### src/hdl/dic_params.svh
// named constants for the digital input channel conditioner
// assumes a 100 MHz system clock and a 32-bit avalon-mm register window
`ifndef DIC_PARAMS_SVH
`define DIC_PARAMS_SVH
`define DIC_NCH             8
`define DIC_DLY_W           16
`define DIC_TICK_W          20
`define DIC_ADDR_W          8
`define DIC_CLK_PERIOD_NS   10
`define DIC_MS_TIME_NS      1000000
`define DIC_UPDATE_TIME_US  6500
`define DIC_NS_PER_US       1000
`define DIC_ADDR_CTRL       8'h00
`define DIC_ADDR_MONEN      8'h04
`define DIC_ADDR_INVERT     8'h08
`define DIC_ADDR_SIMEN      8'h0C
`define DIC_ADDR_SIMCFG     8'h10
`define DIC_ADDR_ERRCFG     8'h14
`define DIC_ADDR_SUBVAL     8'h18
`define DIC_ADDR_STATUS     8'h1C
`define DIC_ADDR_TELEGRAM   8'h20
`define DIC_ADDR_ONDLY      8'h40
`define DIC_ADDR_OFFDLY     8'h60
`define DIC_DLY_BLK_MASK    8'hE0
`define DIC_CTRL_EN_BIT     0
`define DIC_SIMSTAT_LSB     8
`define DIC_RST_CTRL        1'h1
`define DIC_RST_MONEN       8'hFF
`define DIC_RST_CFG8        8'h00
`define DIC_RST_ERRCFG      16'h0000
`define DIC_RST_DLY         16'h0000
`endif

### src/hdl/dic_pkg.sv
// types shared by the channel conditioner files
// assumes dic_params.svh supplies the numeric constants
package dic_pkg;
  // error strategy per channel, two bits in the error config register
  typedef enum logic [1:0]
  {
    DIC_ERR_CURRENT = 2'h0,  // pass live value
    DIC_ERR_SUBST   = 2'h1,  // replacement value
    DIC_ERR_HOLD    = 2'h3   // last valid value
  } dic_err_mode_t;
  // bus slave sequence, gray coded
  typedef enum logic [0:0]
  {
    DIC_BUS_IDLE = 1'h0,
    DIC_BUS_RESP = 1'h1
  } dic_bus_state_t;
endpackage

### src/hdl/dic_tick_gen.sv
// millisecond tick and periodic delivery tick
// assumes the counts are below 2**20 and at least one
`timescale 1ns/10ps
`include "dic_params.svh"
module dic_tick_gen
#(
  parameter int MS_CYCLES  = `DIC_MS_TIME_NS / `DIC_CLK_PERIOD_NS,
  parameter int UPD_CYCLES = (`DIC_UPDATE_TIME_US * `DIC_NS_PER_US) / `DIC_CLK_PERIOD_NS
)
(
  input  wire logic clk,
  input  wire logic sys_rst,
  output logic      msTick,
  output logic      updTick
);
  import dic_pkg::*;

  logic [`DIC_TICK_W-1:0] msCnt_q;   // cycles inside current millisecond
  logic [`DIC_TICK_W-1:0] msCnt_d;
  logic [`DIC_TICK_W-1:0] updCnt_q;  // cycles inside delivery period
  logic [`DIC_TICK_W-1:0] updCnt_d;

  assign msTick   = (msCnt_q == `DIC_TICK_W'(MS_CYCLES - 1));
  assign updTick  = (updCnt_q == `DIC_TICK_W'(UPD_CYCLES - 1));
  assign msCnt_d  = msTick ? '0 : msCnt_q + 1'b1;
  assign updCnt_d = updTick ? '0 : updCnt_q + 1'b1;

  // free running, restarted only by reset
  always_ff @(posedge clk)
  begin
    if (sys_rst)
    begin
      msCnt_q  <= '0;
      updCnt_q <= '0;
    end
    else
    begin
      msCnt_q  <= msCnt_d;
      updCnt_q <= updCnt_d;
    end
  end
endmodule

### src/hdl/dic_delay_filter.sv
// on-delay filter and off-delay stretcher for one channel
// assumes msTick is a one-cycle pulse every millisecond
`timescale 1ns/10ps
`include "dic_params.svh"
module dic_delay_filter
(
  input  wire logic                 clk,
  input  wire logic                 sys_rst,
  input  wire logic                 msTick,
  input  wire logic                 rawIn,
  input  wire logic [`DIC_DLY_W-1:0] onDelay,
  input  wire logic [`DIC_DLY_W-1:0] offDelay,
  output logic                      filtOut
);
  import dic_pkg::*;

  logic                  out_q;    // filtered level
  logic [`DIC_DLY_W-1:0] cnt_q;    // elapsed ms since input differed
  logic                  differ;   // input disagrees with output
  logic                  reached;  // pending change has lasted long enough

  assign differ  = rawIn ^ out_q;
  // rising edge waits for on delay, falling edge for off delay
  assign reached = (cnt_q >= (out_q ? offDelay : onDelay));
  assign filtOut = out_q;

  // a bounce back to the old level restarts the wait, so short pulses vanish
  always_ff @(posedge clk)
  begin
    if (sys_rst)
    begin
      out_q <= 1'b0;
      cnt_q <= `DIC_RST_DLY;
    end
    else if (!differ)
    begin
      cnt_q <= `DIC_RST_DLY;
    end
    else if (reached)
    begin
      out_q <= rawIn;
      cnt_q <= `DIC_RST_DLY;
    end
    else if (msTick)
    begin
      cnt_q <= cnt_q + 1'b1;
    end
  end
endmodule

### src/hdl/dic_conditioner.sv
// eight-channel binary input conditioner with avalon-mm registers
// assumes field inputs and fault flags are synchronous to clk,
// and a bus master that holds its request until waitrequest is low
// value, status, fault and telegram outputs move only at the delivery tick; chanActive follows the enable at once
// Behaviour
// - normal mode forwards conditioned live input
// - simulation mode forwards configured simulation bit
// - simulation mode reports configured simulation status
// - pass-live strategy keeps forwarding field input
// - substitution strategy forwards replacement bit during fault
// - replacement value always carries invalid status
// - hold strategy freezes last valid value
// - inversion complements the input bit
// - detected line fault flagged, strategy applied
// - on-delay suppresses short rising pulses
// - off-delay stretches falling transitions
// - channel active follows module-wide enable
// - status bit plus line-fault bit per channel
// - deliver conditioned signals every 6.5 ms
// - disabled line monitoring raises no fault
`timescale 1ns/10ps
`include "dic_params.svh"
module dic_conditioner
#(
  // cycles per millisecond and per delivery period, shortened in simulation
  parameter int MS_CYCLES  = `DIC_MS_TIME_NS / `DIC_CLK_PERIOD_NS,
  parameter int UPD_CYCLES = (`DIC_UPDATE_TIME_US * `DIC_NS_PER_US) / `DIC_CLK_PERIOD_NS
)
(
  // clock and synchronous reset
  input  wire logic                    clk,
  input  wire logic                    sys_rst,
  // avalon-mm slave, one wait cycle
  input  wire logic [`DIC_ADDR_W-1:0]   avs_address,
  input  wire logic                    avs_read,
  input  wire logic                    avs_write,
  input  wire logic [31:0]             avs_writedata,
  input  wire logic [3:0]              avs_byteenable,
  output logic      [31:0]             avs_readdata,
  output logic                         avs_waitrequest,
  // field front end
  input  wire logic [`DIC_NCH-1:0]      fieldIn,
  input  wire logic [`DIC_NCH-1:0]      lineBreak,
  input  wire logic [`DIC_NCH-1:0]      lineShort,
  // delivery toward the communication unit
  output logic      [`DIC_NCH-1:0]      procValue,
  output logic      [`DIC_NCH-1:0]      procValid,
  output logic      [`DIC_NCH-1:0]      procFault,
  output logic      [`DIC_NCH-1:0]      chanActive,
  output logic      [2*`DIC_NCH-1:0]    telegram,
  output logic                         telegramStrobe
);
  import dic_pkg::*;

  // bus slave state
  dic_bus_state_t busState_q;              // idle or answering
  dic_bus_state_t busState_d;
  logic [31:0]    readData_q;              // answer held during resp cycle
  logic [31:0]    readData_d;

  // configuration registers
  logic                   modEn_q;         // module-wide enable
  logic [`DIC_NCH-1:0]    monEn_q;         // line monitoring per channel
  logic [`DIC_NCH-1:0]    invert_q;        // signal negation per channel
  logic [`DIC_NCH-1:0]    simEn_q;         // simulation mode per channel
  logic [`DIC_NCH-1:0]    simVal_q;        // simulated value
  logic [`DIC_NCH-1:0]    simStat_q;       // simulated status, 1 is data good
  logic [2*`DIC_NCH-1:0]  errCfg_q;        // error strategy, two bits each
  logic [`DIC_NCH-1:0]    subVal_q;        // replacement value
  logic [`DIC_DLY_W-1:0]  onDly_q  [`DIC_NCH];  // on delay in ms
  logic [`DIC_DLY_W-1:0]  offDly_q [`DIC_NCH];  // off delay in ms

  // channel datapath
  logic [`DIC_NCH-1:0]    invIn;           // after negation
  logic [`DIC_NCH-1:0]    filt;            // after delay filters
  logic [`DIC_NCH-1:0]    fault;           // monitored fault
  logic [`DIC_NCH-1:0]    lastValid_q;     // value before the fault
  logic [`DIC_NCH-1:0]    selVal;          // value after selection
  logic [`DIC_NCH-1:0]    selValid;        // status after selection
  logic [`DIC_NCH-1:0]    selFault;        // fault bit after selection
  logic [2*`DIC_NCH-1:0]  telegramNext;    // packed value and fault bits

  // delivered outputs
  logic [`DIC_NCH-1:0]    procValue_q;
  logic [`DIC_NCH-1:0]    procValid_q;
  logic [`DIC_NCH-1:0]    procFault_q;
  logic [2*`DIC_NCH-1:0]  telegram_q;
  logic                   telegramStrobe_q;

  logic msTick;                            // one ms pulse
  logic updTick;                           // delivery period pulse

  // merge write data into a register under the byte enables
  function automatic logic [31:0] beMerge(input logic [31:0] oldVal,
                                          input logic [31:0] newVal,
                                          input logic [3:0]  be);
    logic [31:0] mask;
    mask = {{8{be[3]}}, {8{be[2]}}, {8{be[1]}}, {8{be[0]}}};
    beMerge = (oldVal & ~mask) | (newVal & mask);
  endfunction

  // timing base for filters and delivery
  dic_tick_gen
  #(
    .MS_CYCLES  (MS_CYCLES),
    .UPD_CYCLES (UPD_CYCLES)
  )
  u_tick
  (
    .clk     (clk),
    .sys_rst (sys_rst),
    .msTick  (msTick),
    .updTick (updTick)
  );

  // bus decode
  // one full compare per single register, a masked compare per delay block
  wire        busReq     = avs_read | avs_write;
  wire        inResp     = (busState_q == DIC_BUS_RESP);
  wire        wrCommit   = inResp & avs_write;   // write lands when waitrequest is low
  wire        hitCtrl    = (avs_address == `DIC_ADDR_CTRL);
  wire        hitMonEn   = (avs_address == `DIC_ADDR_MONEN);
  wire        hitInvert  = (avs_address == `DIC_ADDR_INVERT);
  wire        hitSimEn   = (avs_address == `DIC_ADDR_SIMEN);
  wire        hitSimCfg  = (avs_address == `DIC_ADDR_SIMCFG);
  wire        hitErrCfg  = (avs_address == `DIC_ADDR_ERRCFG);
  wire        hitSubVal  = (avs_address == `DIC_ADDR_SUBVAL);
  wire        hitStatus  = (avs_address == `DIC_ADDR_STATUS);
  wire        hitTele    = (avs_address == `DIC_ADDR_TELEGRAM);
  wire        hitOnDly   = ((avs_address & `DIC_DLY_BLK_MASK) == `DIC_ADDR_ONDLY);
  wire        hitOffDly  = ((avs_address & `DIC_DLY_BLK_MASK) == `DIC_ADDR_OFFDLY);
  wire [2:0]  dlyIdx     = avs_address[4:2];     // word index inside delay block
  wire        wordAlign  = (avs_address[1:0] == 2'h0);

  // write data after byte enables, one per register family
  wire [31:0] wrMerged8  = beMerge(32'h0000_0000, avs_writedata, avs_byteenable);
  // strategy word keeps unselected bytes
  wire [31:0] errMerged  = beMerge({16'h0000, errCfg_q}, avs_writedata, avs_byteenable);

  // one wait cycle on every access, then a single answer cycle
  // fixed latency: no address to readdata path
  assign avs_waitrequest = busReq & ~inResp;
  assign avs_readdata    = readData_q;
  assign busState_d      = (busReq & ~inResp) ? DIC_BUS_RESP : DIC_BUS_IDLE;

  // read mux, unmapped offsets answer zero
  // hit decodes are exclusive, so their order is free; the alignment check must stay first
  always_comb
  begin
    readData_d = 32'h0000_0000;
    if (!wordAlign)
      readData_d = 32'h0000_0000;          // misaligned reads as zero
    else if (hitCtrl)
      readData_d[`DIC_CTRL_EN_BIT] = modEn_q;
    else if (hitMonEn)
      readData_d[`DIC_NCH-1:0] = monEn_q;
    else if (hitInvert)
      readData_d[`DIC_NCH-1:0] = invert_q;
    else if (hitSimEn)
      readData_d[`DIC_NCH-1:0] = simEn_q;
    else if (hitSimCfg)
      readData_d[2*`DIC_NCH-1:0] = {simStat_q, simVal_q};
    else if (hitErrCfg)
      readData_d[2*`DIC_NCH-1:0] = errCfg_q;
    else if (hitSubVal)
      readData_d[`DIC_NCH-1:0] = subVal_q;
    else if (hitStatus)
      readData_d = {chanActive, procFault_q, procValid_q, procValue_q};
    else if (hitTele)
      readData_d[2*`DIC_NCH-1:0] = telegram_q;
    else if (hitOnDly)
      readData_d[`DIC_DLY_W-1:0] = onDly_q[dlyIdx];
    else if (hitOffDly)
      readData_d[`DIC_DLY_W-1:0] = offDly_q[dlyIdx];
  end

  // bus sequence and captured answer
  // answer loads every edge; used in resp only
  always_ff @(posedge clk)
  begin
    if (sys_rst)
    begin
      busState_q <= DIC_BUS_IDLE;
      readData_q <= 32'h0000_0000;
    end
    else
    begin
      busState_q <= busState_d;
      readData_q <= readData_d;
    end
  end

  // narrow configuration registers; writes need word alignment
  // unmapped writes fall through unseen
  always_ff @(posedge clk)
  begin
    if (sys_rst)
    begin
      modEn_q   <= `DIC_RST_CTRL;
      monEn_q   <= `DIC_RST_MONEN;
      invert_q  <= `DIC_RST_CFG8;
      simEn_q   <= `DIC_RST_CFG8;
      simVal_q  <= `DIC_RST_CFG8;
      simStat_q <= `DIC_RST_CFG8;
      errCfg_q  <= `DIC_RST_ERRCFG;
      subVal_q  <= `DIC_RST_CFG8;
    end
    else if (wrCommit && wordAlign)
    begin
      if (hitCtrl && avs_byteenable[0])
        modEn_q <= avs_writedata[`DIC_CTRL_EN_BIT];
      if (hitMonEn && avs_byteenable[0])
        monEn_q <= wrMerged8[`DIC_NCH-1:0];
      if (hitInvert && avs_byteenable[0])
        invert_q <= wrMerged8[`DIC_NCH-1:0];
      if (hitSimEn && avs_byteenable[0])
        simEn_q <= wrMerged8[`DIC_NCH-1:0];
      // value and status in separate lanes
      if (hitSimCfg && avs_byteenable[0])
        simVal_q <= avs_writedata[`DIC_NCH-1:0];
      if (hitSimCfg && avs_byteenable[1])
        simStat_q <= avs_writedata[`DIC_SIMSTAT_LSB+:`DIC_NCH];
      if (hitErrCfg)
        errCfg_q <= errMerged[2*`DIC_NCH-1:0];
      if (hitSubVal && avs_byteenable[0])
        subVal_q <= wrMerged8[`DIC_NCH-1:0];
    end
  end

  // per-channel delay registers and conditioning chain
  genvar ch;
  generate
    for (ch = 0; ch < `DIC_NCH; ch++)
    begin : g_ch
      // write selects and merged delay words
      wire onSel  = wrCommit & wordAlign & hitOnDly  & (dlyIdx == 3'(ch));
      wire offSel = wrCommit & wordAlign & hitOffDly & (dlyIdx == 3'(ch));
      wire [31:0] onMerged  = beMerge({16'h0000, onDly_q[ch]},  avs_writedata, avs_byteenable);
      wire [31:0] offMerged = beMerge({16'h0000, offDly_q[ch]}, avs_writedata, avs_byteenable);
      dic_err_mode_t errMode;
      wire useSub;
      wire useHold;
      wire faultVal;

      // delay settings take effect on the next filter decision
      // 16-bit ms counts; upper lanes ignored
      always_ff @(posedge clk)
      begin
        if (sys_rst)
        begin
          onDly_q[ch]  <= `DIC_RST_DLY;
          offDly_q[ch] <= `DIC_RST_DLY;
        end
        else
        begin
          if (onSel)
            onDly_q[ch] <= onMerged[`DIC_DLY_W-1:0];
          if (offSel)
            offDly_q[ch] <= offMerged[`DIC_DLY_W-1:0];
        end
      end

      // negation first, so delays act on the delivered polarity
      assign invIn[ch] = fieldIn[ch] ^ invert_q[ch];

      dic_delay_filter u_filt
      (
        .clk      (clk),
        .sys_rst  (sys_rst),
        .msTick   (msTick),
        .rawIn    (invIn[ch]),
        .onDelay  (onDly_q[ch]),
        .offDelay (offDly_q[ch]),
        .filtOut  (filt[ch])
      );

      // monitoring off means the front end flags are ignored
      assign fault[ch] = monEn_q[ch] & (lineBreak[ch] | lineShort[ch]);

      // unknown strategy code behaves as pass-live
      assign errMode  = dic_err_mode_t'(errCfg_q[2*ch+:2]);
      assign useSub   = fault[ch] & (errMode == DIC_ERR_SUBST);
      assign useHold  = fault[ch] & (errMode == DIC_ERR_HOLD);
      // live value also stays live under a fault with pass-live strategy
      assign faultVal = useSub  ? subVal_q[ch] :
                        useHold ? lastValid_q[ch] :
                        filt[ch];

      // simulation wins over everything from the field
      assign selVal[ch]   = simEn_q[ch] ? simVal_q[ch] : faultVal;
      assign selValid[ch] = simEn_q[ch] ? simStat_q[ch] : ~fault[ch];
      assign selFault[ch] = ~simEn_q[ch] & fault[ch];

      // value in even bit, fault in odd bit; channels 5-8 form the high byte
      assign telegramNext[2*ch]   = selVal[ch];
      assign telegramNext[2*ch+1] = selFault[ch];

      // enable only reports; data still flows
      assign chanActive[ch] = modEn_q;
    end
  endgenerate

  // last valid value tracks the filtered input only while healthy
  // limitation: a change pending in the filter is lost
  always_ff @(posedge clk)
  begin
    if (sys_rst)
      lastValid_q <= `DIC_RST_CFG8;
    else
      lastValid_q <= (lastValid_q & fault) | (filt & ~fault);
  end

  // periodic delivery; host sees a fresh image once per period only
  // faults skip the filters, shown next period
  always_ff @(posedge clk)
  begin
    if (sys_rst)
    begin
      procValue_q      <= `DIC_RST_CFG8;
      procValid_q      <= `DIC_RST_CFG8;
      procFault_q      <= `DIC_RST_CFG8;
      telegram_q       <= `DIC_RST_ERRCFG;
      telegramStrobe_q <= 1'b0;
    end
    else
    begin
      telegramStrobe_q <= updTick;
      if (updTick)
      begin
        procValue_q <= selVal;
        procValid_q <= selValid;
        procFault_q <= selFault;
        telegram_q  <= telegramNext;
      end
    end
  end

  // data outputs straight from registers
  assign procValue      = procValue_q;
  assign procValid      = procValid_q;
  assign procFault      = procFault_q;
  assign telegram       = telegram_q;
  assign telegramStrobe = telegramStrobe_q;
endmodule

### config.mk
export PLATFORM = sky130hd
export DESIGN_NAME = dic_conditioner
export DESIGN_NICKNAME = d
export VERILOG_FILES = /design/src/hdl/dic_pkg.sv /design/src/hdl/dic_tick_gen.sv /design/src/hdl/dic_delay_filter.sv /design/src/hdl/dic_conditioner.sv
export VERILOG_INCLUDE_DIRS = /design/src /design/src/hdl
export SDC_FILE = /design/constraint.sdc
export NUM_CORES = 1
export LEC_CHECK = 0
export ABC_AREA = 1
export BUFFER_PORTS_ARGS = -buffer_cell sky130_fd_sc_hd__clkbuf_2
export CAP_MARGIN = 40
export CORE_MARGIN = 3
export CORE_UTILIZATION = 44
export DETAILED_ROUTE_END_ITERATION = 8
export PLACE_DENSITY = 0.67
export REMOVE_ABC_BUFFERS = 1
export SLEW_MARGIN = 20
export SYNTH_ARGS = -nofsm -noshare
export SYNTH_HDL_FRONTEND = slang
export SYNTH_HIERARCHICAL = 1
export SYNTH_SLANG_ARGS = --single-unit
### constraint.sdc
create_clock -name clk -period 3.6 [get_ports clk]
set_clock_uncertainty 0.15 [all_clocks]
set_input_delay 0.18 -clock clk [delete_from_list [all_inputs] [get_ports clk]]
set_output_delay 0.18 -clock clk [all_outputs]
set_load 0.05 [all_outputs]
==> impl_metrics.sql, run 1 <==
INSERT INTO impl_metrics (metric_group, metric, value, unit) VALUES
('clock_tree', 'cts_root_buf', 'clkbuf_16', ''),
('clock_tree', 'path_clk_slew', '60', 'ps'),
('pwr', 'p_seq_frac', '0.472', ''),
('global_routing', 'gr-usage-all-layers', '0.256', ''),
('critical_path', 'timing.reg2reg.setup_slack', '770', 'ps'),
('timing', 'setup_viol', '0', ''),
('synthesis', 'synth_xor_xnor_area_share', '0.0327', ''),
('clock_tree', 'cts.sinks', '556', ''),
('pwr', 'power_density_over_cell_area', '402', 'nW/um^2'),
('final_layout', 'drive_gt1_frac', '0.122', ''),
('die', 'pin_count', '154', ''),
('timing', 'worst-slew-pin-transition', '802', 'ps'),
('timing', 'fin_crit_sh', '0.791', ''),
('min_path', 'worst_hold_path_type', 'input port to flip-flop', ''),
('die', 'design.die.area', '75600', 'sq um'),
('critical_path', 'endpoint_class_of_the_critical_path', 'flip-flop', ''),
('drt', 'postRouteWirelength', '98400', 'microns'),
('die', 'row_count', '98', ''),
('placement', 'dp_hpwl', '70700', 'microns'),
('pwr', 'clock_power_share', '0.453', ''),
('synthesis', 'synthAdderAreaFrac', '0.0542', ''),
('min_path', 'worstHoldPathCells', '5', ''),
('pwr', 'total_power', '14.5', 'mW'),
('critical_path', 'path_class', 'input port to flip-flop', ''),
('synthesis', 'post_synth.cell_area_avg', '8.09', 'sq um'),
('pwr', 'internal-power', '10.8', 'mW'),
('clock_tree', 'htree_levels', '3', ''),
('critical_path', 'r2r_cells', '8', ''),
('pwr', 'netSwitchingFraction', '0.251', ''),
('pwr', 'power_switching', '3.63', 'mW'),
('drt', 'avgRoutedWirePerCell', '19.4', 'microns'),
('final_layout', 'fill_cells', '6849', ''),
('global_routing', 'grt_antenna_before_repair', '1', ''),
('global_routing', 'vias_in_the_first_global_route', '25800', ''),
('run_status', 'outcome', 'complete, no violations', ''),
('synthesis', 'combinational_family_with_the_most_area_after_synthesis', 'simple AND/OR/NAND/NOR gates', ''),
('final_layout', 'layout.nets', '4271', ''),
('drt', 'drt-vias-per-instance', '5.54', ''),
('global_routing', 'grt_pass1_wl', '151000', 'microns'),
('global_routing', 'grt_remaining_overflow', '0', ''),
('drt', 'drt-initial-drc-count', '3266', ''),
('synthesis', 'synth_compound_area_frac', '0.114', ''),
('placement', 'gp_congestion', '1.01', ''),
('final_layout', 'number_of_inserted_diodes', '0', ''),
('timing', 'maxSlewViolCount', '0', ''),
('die', 'core-area', '71600', 'sq um'),
('synthesis', 'synth_area_leaders', 'edfxtp_1, dfxtp_1, nand2_1', ''),
('critical_path', 'crit_required', '3670', 'ps'),
('global_routing', 'grt_max_degree', '65', ''),
('clock_tree', 'cts_repair_resize_count', '0', ''),
('die', 'floorplan.initialDensity', '0.445', ''),
('synthesis', 'synth_edf_count', '256', ''),
('timing', 'achievable-frequency', '351', 'MHz'),
('synthesis', 'synthCells', '3934', ''),
('timing', 'slew-limit-headroom', '0.461', ''),
('critical_path', 'crit_path_start_kind', 'input port', ''),
('pwr', 'comb_power_share', '0.075', ''),
('synthesis', 'synthDominantCellAreaShare', '0.241', ''),
('drt', 'drc_errors', '0', ''),
('critical_path', 'critical_path_peak_fanout', '16', ''),
('die', 'die_width', '275', 'microns'),
('synthesis', 'synthesis.area', '31800', 'sq um'),
('die', 'die_h', '275', 'microns'),
('clock_tree', 'clk_latency', '620', 'ps'),
('synthesis', 'synth-seq-cells', '556', ''),
('synthesis', 'synthSimpleGateAreaFrac', '0.257', ''),
('synthesis', 'synth.yosys.seq_area_share', '0.430', ''),
('synthesis', 'synthMuxAreaShare', '0.0402', ''),
('placement', 'portBuffers', '135', ''),
('synthesis', 'synth_async_sr_flop_share', '0', ''),
('pwr', 'peakVddDrop', '0.307', 'mV');
-- layout by cell type, fill, tap and decap left out, types with 8 or more instances in the layout --
master,count
nand2_1,687
nor2_1,637
a21oi_1,460
inv_1,301
dfxtp_1,300
edfxtp_1,256
nand3_1,177
ha_1,138
clkbuf_2,136
mux2i_1,128
o21ai_0,122
xor2_1,95
nand4_1,91
clkbuf_16,70
buf_4,59
dlygate4sd3_1,41
nor2_2,33
nor2_4,31
inv_2,30
a211oi_1,26
nand2_2,26
a22oi_1,25
xnor2_1,24
nor3_4,19
nor3_1,19
o22ai_1,16
clkinv_2,15
clkinv_1,14
clkbuf_1,14
o211ai_1,12
nand3_2,11
or2_2,9
nand3b_1,9
nand2_4,9
buf_8,9
nand4_4,8
-- layout make-up --
cell class | instances | area [sq um] | area share
inverter | 341 | 1280 | 0.0356
sequential | 556 | 13700 | 0.381
tap | 950 | 1190 | 0.0330
clock inverter | 28 | 200 | 0.00556
timing repair buffer | 252 | 1830 | 0.0508
clock buffer | 92 | 1910 | 0.0530
multi-input combinational | 2844 | 15900 | 0.441
-- cells in the mapped netlist (24+ instances only) --
cell type and number:
nand2_1 687, nor2_1 638, a21oi_1 460, inv_1 303
dfxtp_1 300, edfxtp_1 256, nand3_1 177, ha_1 138
mux2i_1 128, o21ai_0 122, clkbuf_1 105, xor2_1 95
nand4_1 91, buf_4 45, nor2_2 33, nor2_4 30
inv_2 29, a211oi_1 26, nand2_2 26, a22oi_1 25
xnor2_1 24
-- power groups by stage --
| stage | combinational (mW) | clock [mW] | sequential [mW] |
|---|---|---|---|
| after floorplan | 0.564 | 0 | 6.92 |
| after global placement | 0.969 | 0 | 6.95 |
| after detailed placement | 0.997 | 0 | 6.95 |
| after CTS | 1.04 | 6.66 | 6.82 |
| after global routing | 1.16 | 6.89 | 6.83 |
| final | 1.08 | 6.55 | 6.83 |
-- metrics by stage --
step | setup TNS (ps) | hold slack, ps | setup WS, ps | utilization | instance area (sq um)
after floorplan | -287 | 99.1 | -184 | - | 30800
after global placement | 0 | 281 | 710 | 0.463 | 33200
after detailed placement | 0 | 285 | 670 | 0.466 | 33300
after CTS | 0 | 2.61 | 782 | 0.501 | 35900
after global routing | 0 | 78.9 | 554 | 0.502 | 36000
final | 0 | 41.5 | 752 | 0.502 | 36000
-- sequential cells by signal, indices dropped and copies added, names as in the netlist, named ones only --
| name | flops |
|---|---|
| avs_readdata | 25 |
| u_tick/updCnt_q | 20 |
| modEn_q | 1 |
| simEn_q | 8 |
| telegramStrobe | 1 |
| g_ch.u_filt/cnt_q | 128 |
| busState_q | 1 |
| onDly_q | 128 |
| procValue | 7 |
| procFault | 8 |
| simVal_q | 8 |
| offDly_q | 128 |
| subVal_q | 8 |
| invert_q | 8 |
| monEn_q | 8 |
| procValid | 8 |
| g_ch.u_filt/filtOut | 8 |
| telegram | 1 |
| simStat_q | 8 |
| u_tick/msCnt_q | 20 |
-- cell families after synthesis --
family,after synthesis
AO/OA/AOI/OAI,679
flip-flops,556
adder cells (fa/ha/maj),138
AND/OR/NAND/NOR,1780
buffers and inverters,534
XOR/XNOR,119
multiplexers,128
-- worst paths after layout --
path                                                end                                 from
setup / recovery           offDly_q[4][5]$_SDFFCE_PN0P_                       avs_address[1]
setup reg to reg  g_ch[4].u_filt/cnt_q[14]$_SDFFE_PP0P_  g_ch[4].u_filt/filtOut$_SDFFE_PP0P_
hold / removal                procFault[0]$_SDFFE_PP0P_                         lineShort[0]
hold reg to reg           u_tick/updCnt_q[0]$_SDFF_PP0_        u_tick/updCnt_q[0]$_SDFF_PP0_
-- per-layer routing --
metal  share of wire  vias up  wire [microns]  global-route usage
li1                -    13500               -                   -
met4           0.040        2            3960               0.105
met1            0.41    12900           40800               0.354
met5         0.00013        -              13                   0
met2            0.44     1459           42800               0.394
met3            0.11      181           10800              0.0501
-- critical path: stages --
cell           delay (ps)
dlygate4sd3_1         540
clkbuf_2              120
nor2_2                360
nand3_4               270
nor3_4                670
nand3_1               140
nand2_1               620
Power figures use the tool's default switching activity.
==> run 2, diff against run 1 <==
--- a/config.mk
+++ b/config.mk
@@ -6,7 +6,7 @@
 export SDC_FILE = /design/constraint.sdc
 export NUM_CORES = 1
 export LEC_CHECK = 0
-export ABC_AREA = 1
+export ABC_AREA = 0
 export BUFFER_PORTS_ARGS = -buffer_cell sky130_fd_sc_hd__clkbuf_2
 export CAP_MARGIN = 40
 export CORE_MARGIN = 3
==> constraint.sdc (replaced) <==
create_clock -name clk -period 2.44 [get_ports clk]
set_clock_uncertainty 0.15 [all_clocks]
set_input_delay 0.122 -clock clk [delete_from_list [all_inputs] [get_ports clk]]
set_output_delay 0.122 -clock clk [all_outputs]
set_load 0.05 [all_outputs]
==> run 2 against run 1 <==
The run now ends with setup timing left. First-iteration DRC count decreased by 19%. Clock-buffer cell count decreased by 6. Critical path depth increased by 2. Total power increased by 47%. Via count decreased by 6.2%. Routed wire length increased by 4.4%. Non-clock buffer count increased by 312. Worst hold slack got worse by 20 ps. Sequential share of layout area decreased by 3.1 points. Critical endpoint is now g_ch[6].u_filt/cnt_q[11]$_SDFFE_PP0P_. Largest power group unchanged.
==> impl_metrics.sql, run 2 <==
INSERT INTO impl_metrics (metric_group, metric, value, unit) VALUES
('run_status', 'outcome', 'finished with violations', ''),
('run_status', 'violations', 'setup timing', ''),
('synthesis', 'synth_edf_count', '256', ''),
('placement', 'portBuffers', '135', ''),
('critical_path', 'critical_path_peak_fanout', '8', ''),
('clock_tree', 'htree_levels', '2', ''),
('global_routing', 'grt_max_degree', '105', ''),
('clock_tree', 'max-clock-path-buffers', '3', ''),
('pwr', 'peakVddDrop', '0.606', 'mV'),
('synthesis', 'synth_cell_type_count', '82', ''),
('final_layout', 'number_of_inserted_diodes', '0', ''),
('die', 'die_width', '273', 'microns'),
('clock_tree', 'path_clk_slew', '60', 'ps'),
('timing', 'fin_ws', '-34.2', 'ps'),
('final_layout', 'drive_gt1_frac', '0.257', ''),
('timing', 'timing.final.hold_violations', '0', ''),
('synthesis', 'yosysWarningCount', '6', ''),
('timing', 'fin_crit_sh', '1.01', ''),
('drt', 'drt-vias-per-instance', '5.83', ''),
('drt', 'routed-via-count', '26300', ''),
('clock_tree', 'cts.sinks', '556', ''),
('timing', 'achievable-frequency', '404', 'MHz'),
('final_layout', 'flow.area_growth_from_synthesis', '24.9', '%'),
('timing', 'setup_viol', '12', ''),
('placement', 'dp_worst_setup_slack', '-212', 'ps'),
('pwr', 'leakage', '14.5', 'nW'),
('final_layout', 'mostFrequentLayoutCells', 'a21oi_1, buf_4, dfxtp_1', ''),
('job', 'maxCapViolCount', '0', ''),
('clock_tree', 'tritoncts.num_buffers', '59', ''),
('synthesis', 'synth_xor_xnor_area_share', '0.0451', ''),
('die', 'pin_count', '154', ''),
('global_routing', 'grt_antenna_before_repair', '0', ''),
('global_routing', 'grt_pass1_wl', '153000', 'microns'),
('synthesis', 'synth_common_cells', 'a21oi_1, dfxtp_1, nand2b_1, nor2_1, edfxtp_1', ''),
('timing', 'worst-slew-pin-transition', '776', 'ps'),
('final_layout', 'layout.cells.most_common', 'a21oi_1', ''),
('drt', 'avgRoutedWirePerCell', '22.8', 'microns'),
('die', 'design.die.area', '74700', 'sq um'),
('clock_tree', 'clk_latency', '650', 'ps'),
('final_layout', 'top_regs', 'g_ch.u_filt/cnt_q x128, offDly_q x128, onDly_q x128', ''),
('clock_tree', 'tritoncts', 'built', ''),
('drt', 'drt-initial-drc-count', '2657', ''),
('die', 'row_count', '97', ''),
('synthesis', 'synthAdderAreaFrac', '0.0549', ''),
('pwr', 'power_density_over_cell_area', '543', 'nW/um^2'),
('drt', 'postRouteWirelength', '103000', 'microns'),
('critical_path', 'endpoint_class_of_the_critical_path', 'flip-flop', ''),
('synthesis', 'synthMuxAreaShare', '0.125', ''),
('synthesis', 'synth_most_common_cell', 'a21oi_1', ''),
('critical_path', 'crit_path_start_kind', 'flip-flop', ''),
('global_routing', 'vias_in_the_first_global_route', '25000', ''),
('timing', 'maxSlewViolCount', '0', ''),
('timing', 'grt_setup_unrepaired', 'yes', ''),
('global_routing', 'grt_remaining_overflow', '0', ''),
('synthesis', 'synthSimpleGateAreaFrac', '0.182', ''),
('drt', 'number_of_iterations_in_the_first_detailed_routing_pass', '6', ''),
('synthesis', 'synth_area_leaders', 'edfxtp_1, dfxtp_1, mux2i_1', ''),
('timing', 'slew-limit-headroom', '0.477', ''),
('drt', 'antenna_left', '0', ''),
('synthesis', 'synth_compound_area_frac', '0.120', ''),
('final_layout', 'stdcell_area', '39300', 'sq um'),
('synthesis', 'synthCells', '3088', ''),
('timing', 'post-route-min-period', '2470', 'ps'),
('placement', 'gp_congestion', '0.972', ''),
('synthesis', 'synthesis.area', '31400', 'sq um'),
('synthesis', 'synth_area_leader_cell', 'edfxtp_1', ''),
('synthesis', 'synth-seq-cells', '556', ''),
('global_routing', 'gr-usage-all-layers', '0.266', ''),
('clock_tree', 'cts_root_buf', 'clkbuf_16', ''),
('placement', 'post_dp_cell_area', '35100', 'sq um'),
('synthesis', 'synth_async_sr_flop_share', '0', ''),
('min_path', 'worst_hold_path_type', 'input port to flip-flop', ''),
('synthesis', 'synth.yosys.seq_area_share', '0.436', ''),
('placement', 'dp_hpwl', '72500', 'microns'),
('synthesis', 'yosys_most_used_dff', 'dfxtp_1', ''),
('synthesis', 'synthDominantCellAreaShare', '0.245', ''),
('die', 'floorplan.initialDensity', '0.447', ''),
('synthesis', 'combinational_family_with_the_most_area_after_synthesis', 'simple AND/OR/NAND/NOR gates', ''),
('die', 'die_h', '273', 'microns'),
('critical_path', 'crit_required', '2810', 'ps'),
('final_layout', 'layout.nets', '3733', ''),
('critical_path', 'critPathArrivalTime', '2850', 'ps'),
('drt', 'drc_errors', '0', ''),
('critical_path', 'path_class', 'flip-flop to flip-flop', ''),
('synthesis', 'post_synth.cell_area_avg', '10.2', 'sq um'),
('die', 'core-area', '70400', 'sq um');
## run 2: worst max-delay path: stages (launching register included)
cell,delay [ps]
dfxtp_4,370
buf_4,160
mux2i_1,310
ha_2,270
o21a_1,130
nor2_1,40
or4b_4,550
nand4_4,140
clkbuf_16,190
nor2_1,50
## run 2: cells by family after synthesis
family                     count (synthesis)
xor gates and xnor gates                 162
adders and majority gates                138
muxes                                    326
buffers and inverters                    230
DFF                                      556
and+or+nand+nor                         1070
AOI/OAI and AO/OA                        606
## run 2: layout make-up
cell class                      instances  area (sq um)
Multi-Input combinational cell       2304         17600
Tap cell                              940          1180
Clock inverter                         23           253
Timing Repair Buffer                  564          4660
Clock buffer                           86          1740
Sequential cell                       556         13700
Fill cell                            5883         31100
Inverter                               38           143
## run 2: per-layer routing
| layer | wire (microns) | vias to the layer above | track usage |
|---|---|---|---|
| met1 | 40500 | 12600 | 0.342 |
| met2 | 46800 | 1362 | 0.428 |
| met5 | 0 | - | 0 |
| met3 | 9250 | 284 | 0.0476 |
| li1 | - | 12000 | - |
| met4 | 6140 | 0 | 0.137 |
## run 2: stage by stage
stage	cells	total power, mW	hold WS (ps)	setup TNS, ps	util
floorplan	2896	11.0	38.7	-584670	-
global placement	4294	11.9	260	-10330	0.498
detailed placement	4294	12.0	278	-15650	0.498
CTS	4487	21.3	0.446	-159	0.543
global route	4511	21.9	42.5	-5150	0.558
finish	4511	21.3	21.9	-240	0.558
## run 2: final timing paths
check / endpoint / start / cells after the start / slack, ps
worst max register to register: g_ch[6].u_filt/cnt_q[11]$_SDFFE_PP0P_ / g_ch[6].u_filt/filtOut$_SDFFE_PP0P_ / 9 / -30
worst min-delay path: procValue[5]$_SDFFE_PP0P_ / lineShort[5] / 5 / 20
worst min register to register: u_tick/updCnt_q[0]$_SDFF_PP0_ / u_tick/updCnt_q[0]$_SDFF_PP0_ / 1 / 310
worst max-delay path: g_ch[6].u_filt/cnt_q[11]$_SDFFE_PP0P_ / g_ch[6].u_filt/filtOut$_SDFFE_PP0P_ / 9 / -30
## run 2: report_power, final
part / leakage [nW] / internal [mW] / switching (mW)
clock network: 0.985 / 5.44 / 3.87
registers: 5.06 / 9.88 / 0.174
logic: 8.41 / 0.802 / 1.13
total: 14.5 / 16.1 / 5.17
## run 2: timing repair
action                                  CTS  global route
setup buffers                            28            26
endpoints found under the setup margin  133           136
pin swaps                                47            75
hold buffers                             51             0
hold endpoints to repair                130             0
resized for setup                        68           181
gates cloned                              5             1
